$ cat config.mk
export PLATFORM = sky130hd
export DESIGN_NAME = temp_sensor_i2c_slave_ctrl
export DESIGN_NICKNAME = d
export VERILOG_FILES = /design/src/rtl/tsense_pkg.sv /design/src/rtl/conv_seq.sv /design/src/rtl/temp_sensor_i2c_slave_ctrl.sv
export SDC_FILE = /design/constraint.sdc
export NUM_CORES = 1
export LEC_CHECK = 0
export BUFFER_PORTS_ARGS = -buffer_cell sky130_fd_sc_hd__buf_2
export CAP_MARGIN = 20
export CORE_MARGIN = 1
export CORE_UTILIZATION = 56
export CTS_CLUSTER_DIAMETER = 200
export DETAILED_ROUTE_END_ITERATION = 10
export PLACE_DENSITY_LB_ADDON = 0.2
export SLEW_MARGIN = 20
export SYNTH_ARGS = -nofsm -noshare
export SYNTH_HDL_FRONTEND = slang
export SYNTH_HIERARCHICAL = 1
export SYNTH_SLANG_ARGS = --single-unit
$ cat constraint.sdc
create_clock -name i_core_clk -period 2.9 [get_ports i_core_clk]
set_input_delay 0.145 -clock i_core_clk [delete_from_list [all_inputs] [get_ports i_core_clk]]
set_output_delay 0.145 -clock i_core_clk [all_outputs]
set_load 0.01 [all_outputs]
$ cat src/rtl/tsense_pkg.sv
// shared constants, types and helpers of the temperature sensor slave
// assumes a 250 MHz core clock; counts derive from that rate
package tsense_pkg;

  // ==================================================================
  // timing
  localparam int unsigned CLK_MHZ         = 250;
  localparam int unsigned CONV_TIME_US    = 13000;
  localparam int unsigned TIMEOUT_MS      = 30;
  localparam int unsigned RATE0_MS        = 4000;  // 0.25 Hz
  localparam int unsigned RATE1_MS        = 1000;  // 1 Hz
  localparam int unsigned RATE2_MS        = 250;   // 4 Hz
  localparam int unsigned RATE3_MS        = 125;   // 8 Hz
  localparam int unsigned US_PER_MS       = 1000;
  localparam int unsigned CONV_CYC_DEF    = CONV_TIME_US * CLK_MHZ;
  localparam int unsigned TIMEOUT_CYC_DEF = TIMEOUT_MS * US_PER_MS * CLK_MHZ;
  localparam int unsigned RATE0_CYC_DEF   = RATE0_MS * US_PER_MS * CLK_MHZ;
  localparam int unsigned RATE1_CYC_DEF   = RATE1_MS * US_PER_MS * CLK_MHZ;
  localparam int unsigned RATE2_CYC_DEF   = RATE2_MS * US_PER_MS * CLK_MHZ;
  localparam int unsigned RATE3_CYC_DEF   = RATE3_MS * US_PER_MS * CLK_MHZ;

  // ==================================================================
  // bus framing and addresses
  localparam logic [3:0] BITS_PER_BYTE = 4'h8;
  localparam logic [3:0] BIT_MSB       = 4'h7;
  localparam logic [3:0] ADDR_HI       = 4'he;
  localparam logic [7:0] GC_ADDR_BYTE  = 8'h00;
  localparam logic [7:0] GC_RESET_CMD  = 8'h06;
  localparam logic [4:0] PTR_HI_ZERO   = 5'h00;

  // ==================================================================
  // register pointers and reset values
  localparam logic [2:0]  PTR_TEMP      = 3'h0;
  localparam logic [2:0]  PTR_CFG       = 3'h1;
  localparam logic [2:0]  PTR_TLOW      = 3'h2;
  localparam logic [2:0]  PTR_THIGH     = 3'h3;
  localparam logic [11:0] TEMP_RST      = 12'h000;
  localparam logic [11:0] TLIM_HIGH_RST = 12'h500;
  localparam logic [11:0] TLIM_LOW_RST  = 12'h4b0;

  // ==================================================================
  // modes and carriers
  localparam logic [1:0] MODE_SHUT    = 2'b00;
  localparam logic [1:0] MODE_ONESHOT = 2'b01;
  localparam logic [1:0] MODE_CONT    = 2'b10;
  localparam logic [1:0] RATE_RST     = 2'b00;

  typedef struct packed {
    logic op_mode_hi;
    logic op_mode_lo;
    logic rate_sel_hi;
    logic rate_sel_lo;
    logic latch_mode_bit;
  } cfg_t;

  typedef struct packed {
    logic over_limit_flag;
    logic under_limit_flag;
  } flags_t;

  localparam cfg_t CFG_RST = '{MODE_CONT[1], MODE_CONT[0],
                               RATE_RST[1], RATE_RST[0], 1'b0};

  typedef enum logic [2:0] {
    ST_IDLE = 3'b000,
    ST_ADDR = 3'b001,
    ST_PTR  = 3'b010,
    ST_WR   = 3'b011,
    ST_RD   = 3'b100,
    ST_GC   = 3'b101
  } bus_st_t;

  typedef enum logic [1:0] {
    SEQ_IDLE = 2'b00,
    SEQ_CONV = 2'b01,
    SEQ_WAIT = 2'b10
  } seq_st_t;

  // config byte: mode, rate, latch, flags, one zero bit
  function automatic logic [7:0] cfg_byte(cfg_t c, flags_t f);
    cfg_byte = {c, f, 1'b0};
  endfunction : cfg_byte

  // left-justified 12-bit word, high byte first
  function automatic logic [7:0] word_byte(logic [11:0] w, logic lo);
    logic [15:0] full;
    full = {w, 4'h0};
    word_byte = lo ? full[7:0] : full[15:8];
  endfunction : word_byte

endpackage : tsense_pkg
$ cat src/rtl/conv_seq.sv
// conversion sequencer: shutdown, one-shot and paced continuous modes
// assumes reset pulses also on general-call reset from the bus side
module conv_seq
  import tsense_pkg::*;
#(
  parameter int unsigned CONV_CYC  = CONV_CYC_DEF,
  parameter int unsigned RATE0_CYC = RATE0_CYC_DEF,
  parameter int unsigned RATE1_CYC = RATE1_CYC_DEF,
  parameter int unsigned RATE2_CYC = RATE2_CYC_DEF,
  parameter int unsigned RATE3_CYC = RATE3_CYC_DEF
) (
  input  wire logic i_core_clk,
  input  wire logic i_srst,
  input  cfg_t      i_cfg,
  output logic      o_busy,
  output logic      o_done
);

  seq_st_t     st_q;
  logic [31:0] cnt_q;
  logic [31:0] busy_len_q;
  logic [1:0]  rate;
  logic [1:0]  mode;

  assign rate = {i_cfg.rate_sel_hi, i_cfg.rate_sel_lo};
  assign mode = {i_cfg.op_mode_hi, i_cfg.op_mode_lo};

  // idle time after a conversion for the chosen rate
  function automatic logic [31:0] wait_len(logic [1:0] r);
    int unsigned p;
    case (r)
      2'b00:   p = RATE0_CYC;
      2'b01:   p = RATE1_CYC;
      2'b10:   p = RATE2_CYC;
      default: p = RATE3_CYC;
    endcase
    wait_len = (p > CONV_CYC) ? 32'(p - CONV_CYC) : 32'h1;
  endfunction : wait_len

  // ==================================================================
  // state machine
  assign o_busy = (st_q == SEQ_CONV);
  assign o_done = (st_q == SEQ_CONV) && (cnt_q == 32'(CONV_CYC - 1));

  // converts at once after reset, then sleeps or paces
  always_ff @(posedge i_core_clk) begin
    if (i_srst) begin
      st_q  <= SEQ_CONV;
      cnt_q <= '0;
    end else begin
      case (st_q)
        SEQ_CONV: begin
          if (o_done) begin
            cnt_q <= '0;
            st_q  <= i_cfg.op_mode_hi ? SEQ_WAIT : SEQ_IDLE;
          end else begin
            cnt_q <= cnt_q + 32'h1;
          end
        end
        SEQ_WAIT: begin
          if (!i_cfg.op_mode_hi) begin
            cnt_q <= '0;
            st_q  <= SEQ_IDLE;
          end else if (cnt_q >= wait_len(rate) - 32'h1) begin
            cnt_q <= '0;
            st_q  <= SEQ_CONV;
          end else begin
            cnt_q <= cnt_q + 32'h1;
          end
        end
        SEQ_IDLE: begin
          cnt_q <= '0;
          if (mode != MODE_SHUT) begin
            st_q <= SEQ_CONV;
          end
        end
        default: begin
          cnt_q <= '0;
          st_q  <= SEQ_IDLE;
        end
      endcase
    end
  end

  // ==================================================================
  // checks
  always_ff @(posedge i_core_clk) begin
    if (i_srst || !o_busy) begin
      busy_len_q <= '0;
    end else begin
      busy_len_q <= busy_len_q + 32'h1;
    end
  end
endmodule : conv_seq

$ cat src/rtl/temp_sensor_i2c_slave_ctrl.sv
// two-wire slave, register file and limit flags of the temperature sensor
// assumes scl/sda are async pins; adc result is stable at conversion end
// ==================================================================
// What this block does
// - latch mode holds limit flags until read or an in-range result
// - read command in latch mode (not in a cycle where a conversion ends) or in-range result clears flags
// - reset clears latch bit and both flags
// - one conversion takes 13 ms
// - rate field picks 0.25, 1, 4, 8 Hz
// - periodic: convert, power down, wait rest of rate period
// - reset starts a conversion immediately
// - mode 00: finish conversion, then shut down
// - mode 01: single conversion, then reads 00
// - upper mode bit set: continuous paced conversions
// - sda falling with scl high is start
// - own address or general call acked on ninth clock, else released
// - bytes msb first, eight clocks plus ack
// - scl from 1 kHz up to 3.4 MHz
// - first byte: seven-bit address plus direction
// - address is 1110 plus variant bits
// - byte after address is pointer, then data
// - pointer kept across transactions until rewritten
// - device acks address, pointer and data bytes
// - scl never driven; sda only open-drain
// - general call then 06 resets registers, pointer, flags and sequencer; bus engine state is not reset
// - pointer upper five bits zero, low three select
// - scl low 30 ms resets the interface
module temp_sensor_i2c_slave_ctrl
  import tsense_pkg::*;
#(
  parameter logic [2:0]  ADDR_LOW    = 3'h0,
  parameter int unsigned CONV_CYC    = CONV_CYC_DEF,
  parameter int unsigned TIMEOUT_CYC = TIMEOUT_CYC_DEF,
  parameter int unsigned RATE0_CYC   = RATE0_CYC_DEF,
  parameter int unsigned RATE1_CYC   = RATE1_CYC_DEF,
  parameter int unsigned RATE2_CYC   = RATE2_CYC_DEF,
  parameter int unsigned RATE3_CYC   = RATE3_CYC_DEF
) (
  input  wire logic        i_core_clk,
  input  wire logic        i_srst,
  input  wire logic        i_scl,
  input  wire logic        i_sda,
  output logic             o_sda_o,
  output logic             o_sda_oe,
  input  wire logic [11:0] i_adc_result,
  output logic             o_conv_active,
  output logic             o_conv_done,
  output logic [11:0]      o_temp,
  output flags_t           o_flags,
  output cfg_t             o_cfg
);

  logic [1:0]  scl_sync_q;
  logic [1:0]  sda_sync_q;
  logic        scl_q;
  logic        sda_q;
  logic        scl_s;
  logic        sda_s;
  logic        scl_rise;
  logic        scl_fall;
  logic        start_det;
  logic        stop_det;
  bus_st_t     state_q;
  logic [3:0]  bit_cnt_q;
  logic        in_ack_q;
  logic [7:0]  shreg_q;
  logic [7:0]  tx_q;
  logic        sda_oe_q;
  logic        byte_sel_q;
  logic [2:0]  ptr_q;
  logic        wr_stb_q;
  logic        wr_lo_q;
  logic [7:0]  wr_data_q;
  logic        rd_evt_q;
  logic        gc_rst_q;
  logic [31:0] to_cnt_q;
  logic        to_hit;
  logic        soft_rst;
  logic [6:0]  own_addr;
  logic [7:0]  rd_byte;
  cfg_t        cfg_q;
  flags_t      flags_q;
  logic [11:0] temp_q;
  logic [11:0] thigh_q;
  logic [11:0] tlow_q;
  logic        seq_done;
  logic        res_over;
  logic        res_under;

  assign own_addr = {ADDR_HI, ADDR_LOW};
  assign soft_rst = i_srst || gc_rst_q;

  // ==================================================================
  // pin synchronisers and edge detection
  // core clock oversamples scl well past its top rate
  always_ff @(posedge i_core_clk) begin
    if (i_srst) begin
      scl_sync_q <= 2'h3;
      sda_sync_q <= 2'h3;
      scl_q      <= 1'b1;
      sda_q      <= 1'b1;
    end else begin
      scl_sync_q <= {scl_sync_q[0], i_scl};
      sda_sync_q <= {sda_sync_q[0], i_sda};
      scl_q      <= scl_sync_q[1];
      sda_q      <= sda_sync_q[1];
    end
  end

  // scl is only ever sampled, never driven
  assign scl_s     = scl_sync_q[1];
  assign sda_s     = sda_sync_q[1];
  assign scl_rise  = scl_s && !scl_q;
  assign scl_fall  = !scl_s && scl_q;
  assign start_det = scl_s && scl_q && sda_q && !sda_s;
  assign stop_det  = scl_s && scl_q && !sda_q && sda_s;

  // ==================================================================
  // stuck-low clock timeout
  always_ff @(posedge i_core_clk) begin
    if (i_srst || scl_s || to_hit) begin
      to_cnt_q <= '0;
    end else begin
      to_cnt_q <= to_cnt_q + 32'h1;
    end
  end
  assign to_hit = (to_cnt_q == 32'(TIMEOUT_CYC - 1));

  // ==================================================================
  // read data selection
  always_comb begin
    case (ptr_q)
      PTR_TEMP:  rd_byte = word_byte(temp_q, byte_sel_q);
      PTR_CFG:   rd_byte = byte_sel_q ? 8'h00 : cfg_byte(cfg_q, flags_q);
      PTR_TLOW:  rd_byte = word_byte(tlow_q, byte_sel_q);
      PTR_THIGH: rd_byte = word_byte(thigh_q, byte_sel_q);
      default:   rd_byte = 8'h00;
    endcase
  end

  // ==================================================================
  // bus protocol engine
  always_ff @(posedge i_core_clk) begin
    wr_stb_q <= 1'b0;
    rd_evt_q <= 1'b0;
    gc_rst_q <= 1'b0;
    if (i_srst || to_hit) begin
      state_q   <= ST_IDLE;
      bit_cnt_q <= '0;
      in_ack_q  <= 1'b0;
      sda_oe_q  <= 1'b0;
    end else if (start_det) begin
      state_q   <= ST_ADDR;
      bit_cnt_q <= '0;
      in_ack_q  <= 1'b0;
      sda_oe_q  <= 1'b0;
    end else if (stop_det) begin
      state_q  <= ST_IDLE;
      sda_oe_q <= 1'b0;
    end else if (state_q != ST_IDLE) begin
      if (scl_rise) begin
        if (bit_cnt_q < BITS_PER_BYTE) begin
          shreg_q   <= {shreg_q[6:0], sda_s};
          bit_cnt_q <= bit_cnt_q + 4'h1;
        end else if (state_q == ST_RD && sda_s) begin
          state_q <= ST_IDLE;
        end
      end else if (scl_fall) begin
        if (bit_cnt_q != BITS_PER_BYTE) begin
          if (state_q == ST_RD) begin
            sda_oe_q <= ~tx_q[3'(BIT_MSB - bit_cnt_q)];
          end
        end else if (!in_ack_q) begin
          in_ack_q <= 1'b1;
          sda_oe_q <= 1'b0;
          case (state_q)
            ST_ADDR: begin
              if (shreg_q[7:1] == own_addr) begin
                sda_oe_q   <= 1'b1;
                byte_sel_q <= 1'b0;
                if (shreg_q[0]) begin
                  state_q  <= ST_RD;
                  rd_evt_q <= 1'b1;
                end else begin
                  state_q <= ST_PTR;
                end
              end else if (shreg_q == GC_ADDR_BYTE) begin
                sda_oe_q <= 1'b1;
                state_q  <= ST_GC;
              end else begin
                state_q <= ST_IDLE;
              end
            end
            ST_PTR: begin
              if (shreg_q[7:3] == PTR_HI_ZERO) begin
                sda_oe_q   <= 1'b1;
                ptr_q      <= shreg_q[2:0];
                byte_sel_q <= 1'b0;
                state_q    <= ST_WR;
              end else begin
                state_q <= ST_IDLE;
              end
            end
            ST_WR: begin
              sda_oe_q   <= 1'b1;
              wr_stb_q   <= 1'b1;
              wr_lo_q    <= byte_sel_q;
              wr_data_q  <= shreg_q;
              byte_sel_q <= ~byte_sel_q;
            end
            ST_GC: begin
              sda_oe_q <= 1'b1;
              if (shreg_q == GC_RESET_CMD) begin
                gc_rst_q <= 1'b1;
              end
            end
            ST_RD: begin
              byte_sel_q <= ~byte_sel_q;
            end
            default: begin
              state_q <= ST_IDLE;
            end
          endcase
        end else begin
          in_ack_q  <= 1'b0;
          bit_cnt_q <= '0;
          sda_oe_q  <= 1'b0;
          if (state_q == ST_RD) begin
            tx_q     <= rd_byte;
            sda_oe_q <= ~rd_byte[7];
          end
        end
      end
    end
    // pointer survives transactions; only resets clear it
    if (soft_rst) begin
      ptr_q <= PTR_TEMP;
    end
  end

  // sda is only ever pulled low
  assign o_sda_o  = 1'b0;
  assign o_sda_oe = sda_oe_q;

  // ==================================================================
  // configuration and limit registers
  always_ff @(posedge i_core_clk) begin
    if (soft_rst) begin
      cfg_q   <= CFG_RST;
      thigh_q <= TLIM_HIGH_RST;
      tlow_q  <= TLIM_LOW_RST;
    end else begin
      if (seq_done && {cfg_q.op_mode_hi, cfg_q.op_mode_lo} == MODE_ONESHOT)
      begin
        {cfg_q.op_mode_hi, cfg_q.op_mode_lo} <= MODE_SHUT;
      end
      if (wr_stb_q) begin
        case (ptr_q)
          PTR_CFG: begin
            if (!wr_lo_q) begin
              cfg_q <= cfg_t'(wr_data_q[7:3]);
            end
          end
          PTR_TLOW: begin
            if (wr_lo_q) tlow_q[3:0] <= wr_data_q[7:4];
            else tlow_q[11:4] <= wr_data_q;
          end
          PTR_THIGH: begin
            if (wr_lo_q) thigh_q[3:0] <= wr_data_q[7:4];
            else thigh_q[11:4] <= wr_data_q;
          end
          default: begin
          end
        endcase
      end
    end
  end

  // ==================================================================
  // conversion result and limit flags
  assign res_over  = $signed(i_adc_result) > $signed(thigh_q);
  assign res_under = $signed(i_adc_result) < $signed(tlow_q);

  always_ff @(posedge i_core_clk) begin
    if (soft_rst) begin
      temp_q  <= TEMP_RST;
      flags_q <= '0;
    end else if (seq_done) begin
      temp_q <= i_adc_result;
      if (!cfg_q.latch_mode_bit || (!res_over && !res_under)) begin
        flags_q <= '{res_over, res_under};
      end else begin
        flags_q <= flags_q | flags_t'({res_over, res_under});
      end
    end else if (rd_evt_q && cfg_q.latch_mode_bit) begin
      flags_q <= '0;
    end
  end

  // ==================================================================
  // conversion sequencer
  conv_seq #(
    .CONV_CYC  (CONV_CYC),
    .RATE0_CYC (RATE0_CYC),
    .RATE1_CYC (RATE1_CYC),
    .RATE2_CYC (RATE2_CYC),
    .RATE3_CYC (RATE3_CYC)
  ) u_seq (
    .i_core_clk (i_core_clk),
    .i_srst     (soft_rst),
    .i_cfg      (cfg_q),
    .o_busy     (o_conv_active),
    .o_done     (seq_done)
  );

  assign o_conv_done = seq_done;
  assign o_temp      = temp_q;
  assign o_flags     = flags_q;
  assign o_cfg       = cfg_q;
endmodule : temp_sensor_i2c_slave_ctrl

==> results of run 1 <==
layout make-up:
cell class / count / area share [%]
inverter: 51 / 2.03
clock buffer: 20 / 4.51
tap: 184 / 2.38
sequential: 156 / 35.0
multi-input combinational: 679 / 48.9
timing repair buffer: 68 / 5.06
clock inverter: 12 / 2.16
worst max-delay path: cells and delay by family, from the launching register on:
| kind | cells | cell delay, ps |
|---|---|---|
| adder cells (fa/ha/maj) | 3 | 700 |
| AO/OA/AOI/OAI | 2 | 310 |
| buffers and inverters | 4 | 390 |
| flip-flops | 1 | 380 |
| AND/OR/NAND/NOR | 5 | 950 |
layer usage:
layer	vias up	routed length, um	GRT usage [%]
met5	-	0	0
met4	0	212	6.73
met3	16	882	4.98
met2	151	8400	38.3
met1	3221	9280	35.5
li1	3381	-	-
power groups by stage:
stage / registers [uW] / logic (uW) / clock network (uW)
after global routing: 2210 / 175 / 2580
final: 2210 / 158 / 2450
after CTS: 2210 / 157 / 2490
after detailed placement: 2260 / 137 / 0
after floorplan: 2260 / 100 / 0
after global placement: 2260 / 135 / 0
worst min-delay path by stage:
stage | startpoint | to | slack (ps) | cells after the start
2_1_floorplan | i_scl | scl_sync_q[0] | 250 | 1
3_5_place_dp | i_sda | sda_sync_q[0] | 330 | 2
4_1_cts | i_adc_result[10] | o_temp[10] | 3 | 3
3_3_place_gp | i_sda | sda_sync_q[0] | 330 | 2
5_1_grt | i_adc_result[10] | o_temp[10] | 10 | 3
6_report | i_adc_result[9] | o_temp[9] | 20 | 3
Yosys cell counts, drive strengths merged, types with 4 or more instances:
cell / n / share of area (%)
a21oi: 38 / 2.3
o21ai: 24 / 1.4
a31oi: 4 / 0.30
mux4: 6 / 1.6
nand4: 19 / 1.4
nor2b: 7 / 0.52
nor2: 128 / 5.7
xor2: 29 / 3.0
and3: 8 / 0.59
nor4: 21 / 1.6
dfxtp: 130 / 31
or3: 7 / 0.52
nor3: 25 / 1.5
inv: 51 / 2.3
buf: 15 / 1.1
nor3b: 5 / 0.45
xnor2: 29 / 3.0
or2: 13 / 0.97
nand3: 40 / 2.5
edfxtp: 26 / 9.3
a211oi: 4 / 0.36
and2: 9 / 0.67
a21o: 10 / 0.89
o211ai: 9 / 0.97
clkbuf: 20 / 0.91
and4: 6 / 0.62
or4: 10 / 0.94
nand2: 60 / 2.7
nand2b: 9 / 0.67
ha: 66 / 9.8
mux2i: 44 / 5.2
what timing repair did:
action,in CTS,in global routing
hold endpoints to repair,5,0
gates resized for setup,14,12
pin swaps,1,6
setup buffers,2,2
setup endpoints to repair,34,34
cloned,2,0
hold buffers,5,0
metrics by stage:
step	total power, uW	worst slack [ps]	cells	utilization (%)
final	4820	59.8	1170	66.4
after detailed placement	2400	-92.6	1127	60.5
after global placement	2400	-9.14	1127	60.5
after global routing	4970	-67.3	1170	66.4
after floorplan	2360	25.7	921	-
after CTS	4860	10.9	1168	65.9
kinds of logic after synthesis:
family / Yosys count / share of synthesized area [%]
and+or+nand+nor: 384 / 23.3
DFF: 156 / 40.2
AOI/OAI and AO/OA: 120 / 9.48
buffers and inverters: 86 / 4.32
adders and majority gates: 66 / 9.81
xor gates and xnor gates: 58 / 6.03
muxes: 50 / 6.84
other: 1 / 0.0445
state kept, by name, summed over array words and instances, names as in the netlist, 3 cells and up:
name,flops
to_cnt_q,32
u_seq/cnt_q,32
o_temp,12
thigh_q,12
tlow_q,12
shreg_q,8
tx_q,8
wr_data_q,8
o_cfg,5
bit_cnt_q,4
ptr_q,3
state_q,3
==> key figures, run 1 <==
Synth
  • Sequential share of the synthesized area: 40.2%
  • Post-synthesis async set-or-reset flop share: 0%
  • Post-synthesis cell count: slightly above 900
  • Distinct cells, synth: 74
  • Synth Warn #: 6
  • Ys flop type: dfxtp_1
  • Synthesized area: 8420 um2
  • Post-synth EDFFs: 26
  • Post-synthesis average cell area: approximately 9 um2
  • Register bit total from synthesis: between 150 and 200
  • Synthesized Nets: approximately 1000

Global route
  • Vias in the first global route: about 6200
  • First-pass GRT wire length: ~31000 um
  • Largest net degree at the start of global routing: 39
  • Antenna violations before repair: 0
  • GRT Total Usage: 24.9%
  • GRT overflow: 0

Power and ir drop
  • Sw Share: 20.8%
  • Gate power share: ~3.3%
  • Sw Pwr: between 1000 and 1500 uW
  • LEAKAGE: 0.00371 uW
  • Seq pwr share: 45.9%
  • Cell Pwr Density: between 400 and 500 nW/um2
  • Internal: around 3800 uW
  • Power share of the clock group: between 50% and 60%
  • Maximum vdd ir drop: between 0.0004 and 0.0005 V

Critical path
  • Crit. End Element: register
  • Startpoint types: register
  • Worst path required time: around 3200 ps
  • Crit path kind: reg -> reg
  • Worst path cell trace: inv_4, ha_2, or2_4, ha_4, inv_2, ha_4, nand4_1, nor4_2, o21ai_1, and4b_2, o211ai_4, buf_6, buf_16, nor2_1
  • Worst setup path endpoint: u_seq/cnt_q[25]
  • R2R Setup Slk: between 50 and 60 ps
  • Cell mode on critical path: ha_4
  • RR Endpoint: u_seq/cnt_q[25]
  • Data arrival, critical path: 3160 ps
  • Crit-path slowest cell: dfxtp_4
  • Reg2reg start: o_cfg[1]
  • Crit. Startpoint: o_cfg[1]
  • Reg2reg path depth: 14
  • Crit-path max FO: 8
  • Worst path max stage delay: 380 ps

Clock tree
  • Worst-Skew Late Latency: around 420 ps
  • Clk sinks: about 160
  • H-tree depth: 4
  • CTS Buf Count: 17
  • Clk buf depth: 2
  • CTS tree: built
  • Worst-path clk slew: approximately 60 ps
  • Root Driver: clkbuf_16

Run status
  • Status: complete, no violations

Die
  • I/O Pins: 39
  • Core outline area: around 15000 um2
  • Starting density of the core: ~58%
  • Site Rows: 44
  • Die area: 15500 um2
  • Die span in x: 125 um
  • Die outline height: approximately 120 um

Drt
  • 1st-iter DRT viols: 485
  • Wire length per cell: 16.0 um
  • DR vias: 6769
  • Antenna-violating nets left: 0
  • Drt drc: 0
  • WL final: ~19000 um
  • TritonRoute pass-1 iters: 7
  • Vias per cell: 5.79

Final layout
  • # diodes: 0
  • Final nets: 1055
  • Area of the multi-input gates: 4730 um2
  • Filler Cells Inserted: about 1200
  • Final instance area: between 9000 and 10000 um2
  • P&R area growth vs syn: 15.0%
  • Share of cells above drive strength 1: approximately 14%
  • Most common cell after layout, fill and taps aside: dfxtp_1
  • Reg area: 3390 um2
  • Commonest non-fill, non-tap cells in the layout: dfxtp_1 (128), nor2_1 (127), ha_1 (61)

Flow run
  • Max cap viols: 0

Timing
  • Setup TNS: 0 ps
  • Max-slew violation count: 0
  • Worst Clk Skew: approximately 11 ps
  • Slew at the pin with the worst max-slew slack: around 800 ps
  • Maximum clock frequency: between 300 and 400 MHz
  • Worst Hold Slack: about 16 ps
  • Fin crit period: about 2800 ps
  • # setup viols final: 0
  • Hold Violations, Final: 0
  • Period utilisation layout: a little over nine tenths
  • Slew HR: slightly below 50%

Placed design
  • Routability cong.: ~0.88
  • Detailed-placement wirelength estimate: 12900 um
  • Area after DPL: 8830 um2
  • Port Buffers: 37

Min path
  • Hold Crit Class: in -> reg
(Power assumes the default switching activity.)
==> run 2: changes to the inputs <==
CORE_UTILIZATION = 40   (was 56)
==> key figures, run 2 (synthesis results as in run 1) <==
Placed design
  • Inst Count DP: 1217
  • Routability cong.: roughly 0.77
  • Detailed-placement wirelength estimate: around 14000 um
  • Dpl ws: -137 ps
  • Area after DPL: 8980 um2
  • Port Buffers: 37

Drt
  • WL final: between 15000 and 20000 um
  • 1st-iter DRT viols: 350
  • DR vias: 6659
  • Wire length per cell: roughly 15 um
  • Drt drc: 0
  • TritonRoute pass-1 iters: 5
  • Vias per cell: 5.23
  • Antenna-violating nets left: 0

Clock tree
  • Root Driver: clkbuf_16
  • CTS Buf Count: 17
  • CTS tree: built
  • Worst-path clk slew: approximately 60 ps
  • Worst-Skew Late Latency: roughly 430 ps
  • H-tree depth: 4
  • Clk sinks: between 150 and 200
  • Clk buf depth: 2

Timing
  • Maximum clock frequency: 346 MHz
  • # setup viols final: 0
  • Fin crit period: between 2000 and 3000 ps
  • RSZ-0062 raised after global routing: true
  • Worst Clk Skew: roughly 15 ps
  • Max-slew violation count: 0
  • Worst Hold Slack: between 15 and 20 ps
  • Period utilisation layout: 99.5%
  • Slew at the pin with the worst max-slew slack: just over 700 ps
  • Hold Violations, Final: 0
  • Final worst slack: about 14 ps
  • Slew HR: about half

Final layout
  • Share of cells above drive strength 1: ~16%
  • Final nets: ~1100
  • Final instance area: just under 10000 um2
  • # diodes: 0
  • Commonest non-fill, non-tap cells in the layout: dfxtp_1 (128), nor2_1 (116), nand2_1 (60), ha_1 (60), inv_1 (48)
  • Post-route insts no fill: ~1300
  • P&R area growth vs syn: 17.9%
  • Largest regs: to_cnt_q x32, u_seq/cnt_q x32
  • Most common cell after layout, fill and taps aside: dfxtp_1

Power and ir drop
  • Gate power share: around 4.0%
  • Maximum vdd ir drop: between 0.0003 and 0.0004 V
  • Sw Pwr: about 1000 uW
  • Cell Pwr Density: approximately 450 nW/um2
  • Sw Share: between 20% and 30%
  • Power share of the clock group: a little under half
  • LEAKAGE: ~0.0038 uW
  • Seq pwr share: 49.8%
  • Internal: 3440 uW

Critical path
  • Crit-path slowest cell: dfxtp_4
  • Startpoint types: register
  • Crit-path max FO: 8
  • Crit. End Element: register
  • Cell mode on critical path: ha_4
  • Worst path cell trace: inv_6, ha_4, or2_4, ha_4, inv_2, ha_4, nand4_1, nor4_2, o21ai_1, and4b_2, o211ai_4, buf_12, buf_16, nor2_2
  • Crit path kind: reg -> reg
  • Data arrival, critical path: approximately 3200 ps
  • Worst path max stage delay: roughly 400 ps
  • Worst path required time: 3210 ps

Min path
  • Hold Crit Class: in -> reg

Run status
  • Status: complete, no violations

Die
  • Starting density of the core: about two fifths
  • Site Rows: 52
  • Core outline area: 20400 um2
  • Die outline height: ~150 um
  • Die area: roughly 22000 um2
  • Die span in x: 147 um
  • I/O Pins: 39

Global route
  • GRT overflow: 0
  • Largest net degree at the start of global routing: 39
  • First-pass GRT wire length: between 30000 and 40000 um
  • Antenna violations before repair: 0
  • GRT Total Usage: between 10% and 20%
  • Vias in the first global route: 6455

Flow run
  • Max cap viols: 0
## run 2: cell types whose count changed in the layout (fill, tap and decap cells not counted), moves of 4 or more
| cell | delta |
|---|---|
| bufinv_16 | -5 |
| nor2_2 | +11 |
| clkinv_2 | +4 |
| nor2_1 | -11 |
| dlygate4sd3_1 | +6 |
| buf_4 | +9 |
## run 2: final timing paths
| path | startpoint | end | slack (ps) | cells after the start |
|---|---|---|---|---|
| setup / recovery | o_cfg[1] | u_seq/cnt_q[9] | 10 | 14 |
| setup reg to reg | o_cfg[1] | u_seq/cnt_q[9] | 10 | 14 |
| hold reg to reg | scl_sync_q[0] | scl_sync_q[1] | 410 | 1 |
| hold / removal | i_adc_result[4] | o_temp[4] | 20 | 3 |
## run 2: layout make-up
| cell class | count | area [um2] |
|---|---|---|
| tap | 270 | 338 |
| fill | 1904 | 10500 |
| timing repair buffer | 85 | 674 |
| multi-input combinational | 679 | 4790 |
| clock inverter | 10 | 65.1 |
| inverter | 51 | 199 |
| sequential | 156 | 3390 |
| clock buffer | 22 | 474 |
## run 2: critical path, delay by kind of cell, from the launching register on
family / cells / cell delay (ps)
buf+inv: 4 / 390
simple gates: 5 / 940
fa+ha+maj: 3 / 670
flops: 1 / 400
compound gates: 2 / 380
## run 2: timing repair
item / 4_1_cts / 5_1_grt
gates cloned: 3 / 0
hold buffers: 11 / 0
setup buffers: 7 / 3
pin swaps: 7 / 3
resized for setup: 20 / 21
setup endpoints to repair: 34 / 34
hold endpoints to repair: 11 / 0
## run 2: layer usage
metal  vias up  wire length [um]  global-route usage, %
li1       3414                 -                      -
met5         -                 0                      0
met3        19               653                   4.01
met1      3123             10100                   26.8
met4         0               302                   6.34
met2       103              8580                   29.2
## run 2: metrics by stage
stage	TNS (ps)	utilization, %	power [uW]
2_1_floorplan	0	-	2360
3_3_place_gp	0	43.9	2400
3_5_place_dp	-3490	43.9	2400
4_1_cts	0	48.1	4510
5_1_grt	-1090	48.6	4620
6_report	0	48.6	4440
## run 2: power groups by stage
| stage | clock (uW) | combinational, uW | sequential (uW) |
|---|---|---|---|
| floorplan | 0 | 100 | 2260 |
| global placement | 0 | 140 | 2260 |
| detailed placement | 0 | 140 | 2260 |
| CTS | 2120 | 173 | 2210 |
| global route | 2210 | 197 | 2210 |
| finish | 2050 | 176 | 2210 |
==> run 3: changes to the inputs <==
CORE_MARGIN = 3   (was 1)
==> key figures, run 3 (synthesis results as in run 1) <==
Drt
  • TritonRoute pass-1 iters: 4
  • Drt drc: 0
  • Wire length per cell: 15.3 um
  • Antenna-violating nets left: 0
  • 1st-iter DRT viols: 319
  • WL final: 19300 um
  • Vias per cell: between 5 and 6
  • DR vias: about 6700

Min path
  • Hold Crit Class: in -> reg

Timing
  • Final worst slack: around 100 ps
  • # setup viols final: 0
  • Hold Violations, Final: 0
  • Worst Clk Skew: 10.9 ps
  • Fin crit period: roughly 2800 ps
  • Worst Hold Slack: approximately 15 ps
  • Period utilisation layout: roughly 96%
  • Maximum clock frequency: roughly 360 MHz
  • Setup TNS: 0 ps
  • Slew HR: between 40% and 50%
  • Max-slew violation count: 0
  • Slew at the pin with the worst max-slew slack: between 700 and 800 ps

Final layout
  • # diodes: 0
  • Largest regs: to_cnt_q x32, u_seq/cnt_q x32
  • P&R area growth vs syn: 16.5%
  • Final nets: 1064
  • Commonest non-fill, non-tap cells in the layout: nor2_1 (127), dfxtp_1 (127), ha_1 (61)
  • Share of cells above drive strength 1: approximately 14%

Power and ir drop
  • Maximum vdd ir drop: roughly 0.00033 V
  • Cell Pwr Density: between 400 and 500 nW/um2
  • LEAKAGE: ~0.0037 uW

Critical path
  • Cell mode on critical path: ha_4
  • Worst path max stage delay: roughly 350 ps
  • Crit. End Element: register
  • Crit-path slowest cell: dfxtp_2
  • Crit path kind: reg -> reg
  • Crit-path max FO: 4
  • Worst path required time: 3190 ps
  • Startpoint types: register
  • Worst path cell trace: inv_2, ha_1, or2_4, ha_4, inv_1, ha_4, nand4_1, nor4_2, o21ai_1, and4b_2, buf_4, nor3_2, o221ai_1
  • Buf+Inv Stages, Crit Path: 3
  • Critical path's top delay family: simple AND/OR/NAND/NOR gates
  • Data arrival, critical path: between 3000 and 4000 ps

Clock tree
  • H-tree depth: 4
  • CTS Buf Count: 17
  • CTS tree: built
  • Clk buf depth: 2
  • Worst-Skew Late Latency: 420 ps
  • Worst-path clk slew: 70 ps
  • Clk sinks: 156
  • Root Driver: clkbuf_16

Global route
  • Antenna violations before repair: 0
  • GRT Total Usage: between 10% and 20%
  • Vias in the first global route: around 6200
  • GRT overflow: 0
  • First-pass GRT wire length: between 30000 and 40000 um
  • Largest net degree at the start of global routing: 39

Placed design
  • Dpl ws: -135 ps
  • Port Buffers: 37
  • Detailed-placement wirelength estimate: between 10000 and 15000 um
  • Routability cong.: ~0.83

Die
  • Die span in x: 151 um
  • I/O Pins: 39
  • Die area: ~23000 um2
  • Die outline height: 151 um
  • Starting density of the core: between 40% and 50%
  • Site Rows: 52
  • Core outline area: between 20000 and 25000 um2

Run status
  • Status: complete, no violations

Flow run
  • Max cap viols: 0
[run 3: cell types whose count changed in the layout (fill, tap and decap cells not counted), moves of 3 or more]
cell and delta:
nor2_1 +11, nor2_2 -11, clkbuf_8 -3, buf_4 -4
[run 3: path summary, 6_finish.rpt]
kind	start	endpoint	slack, ps	cells past startpoint
min reg2reg	sda_sync_q[0]	sda_sync_q[1]	410	1
max	o_cfg[2]	u_seq/st_q[0]	100	13
min	i_adc_result[2]	o_temp[2]	20	3
max reg2reg	o_cfg[2]	u_seq/st_q[0]	100	13
[run 3: final cells by class]
| class | count | area [um2] |
|---|---|---|
| fill | 1961 | 10600 |
| multi-input combinational | 679 | 4770 |
| timing repair buffer | 77 | 577 |
| tap | 270 | 338 |
| clock inverter | 14 | 119 |
| clock buffer | 17 | 425 |
| sequential | 156 | 3390 |
| inverter | 51 | 194 |
[run 3: through the flow]
step	instance area [um2]	utilization (%)	total power (uW)	std cells
2_1_floorplan	8420	-	2360	921
3_3_place_gp	8980	44.0	2400	1219
3_5_place_dp	8980	44.0	2400	1219
4_1_cts	9720	47.6	4530	1264
5_1_grt	9810	48.0	4640	1264
6_report	9810	48.0	4470	1264
[run 3: power breakdown]
| part | total [uW] | leakage, uW | internal (uW) | switching, uW |
|---|---|---|---|---|
| clock network | 2090 | 0.000261 | 1170 | 913 |
| registers | 2210 | 0.00130 | 2200 | 12.3 |
| logic | 164 | 0.00215 | 74.3 | 90.2 |
| total | 4470 | 0.00371 | 3450 | 1020 |
[run 3: layer usage]
metal	wire length (um)	global-route usage [%]	vias up
met4	368	5.53	0
met5	0	0	-
met2	8280	25.8	130
li1	-	-	3402
met1	9930	24.9	3097
met3	758	3.71	23
[run 3: worst register-to-register path, stage by stage, from the launching register on]
cell and delay, ps:
dfxtp_2 350, inv_2 70, ha_1 190, or2_4 260, ha_4 260, inv_1 50
ha_4 260, nand4_1 140, nor4_2 180, o21ai_1 90, and4b_2 280, buf_4 150
nor3_2 240, o221ai_1 140
[run 3: what timing repair did]
action / CTS / global route
buffers inserted: 3 / 0
pin swaps: 2 / 6
cloned: 2 / 0
gates resized for setup: 7 / 20
hold buffers: 9 / 0
endpoints found under the hold margin: 9 / 0
setup endpoints to repair: 32 / 35
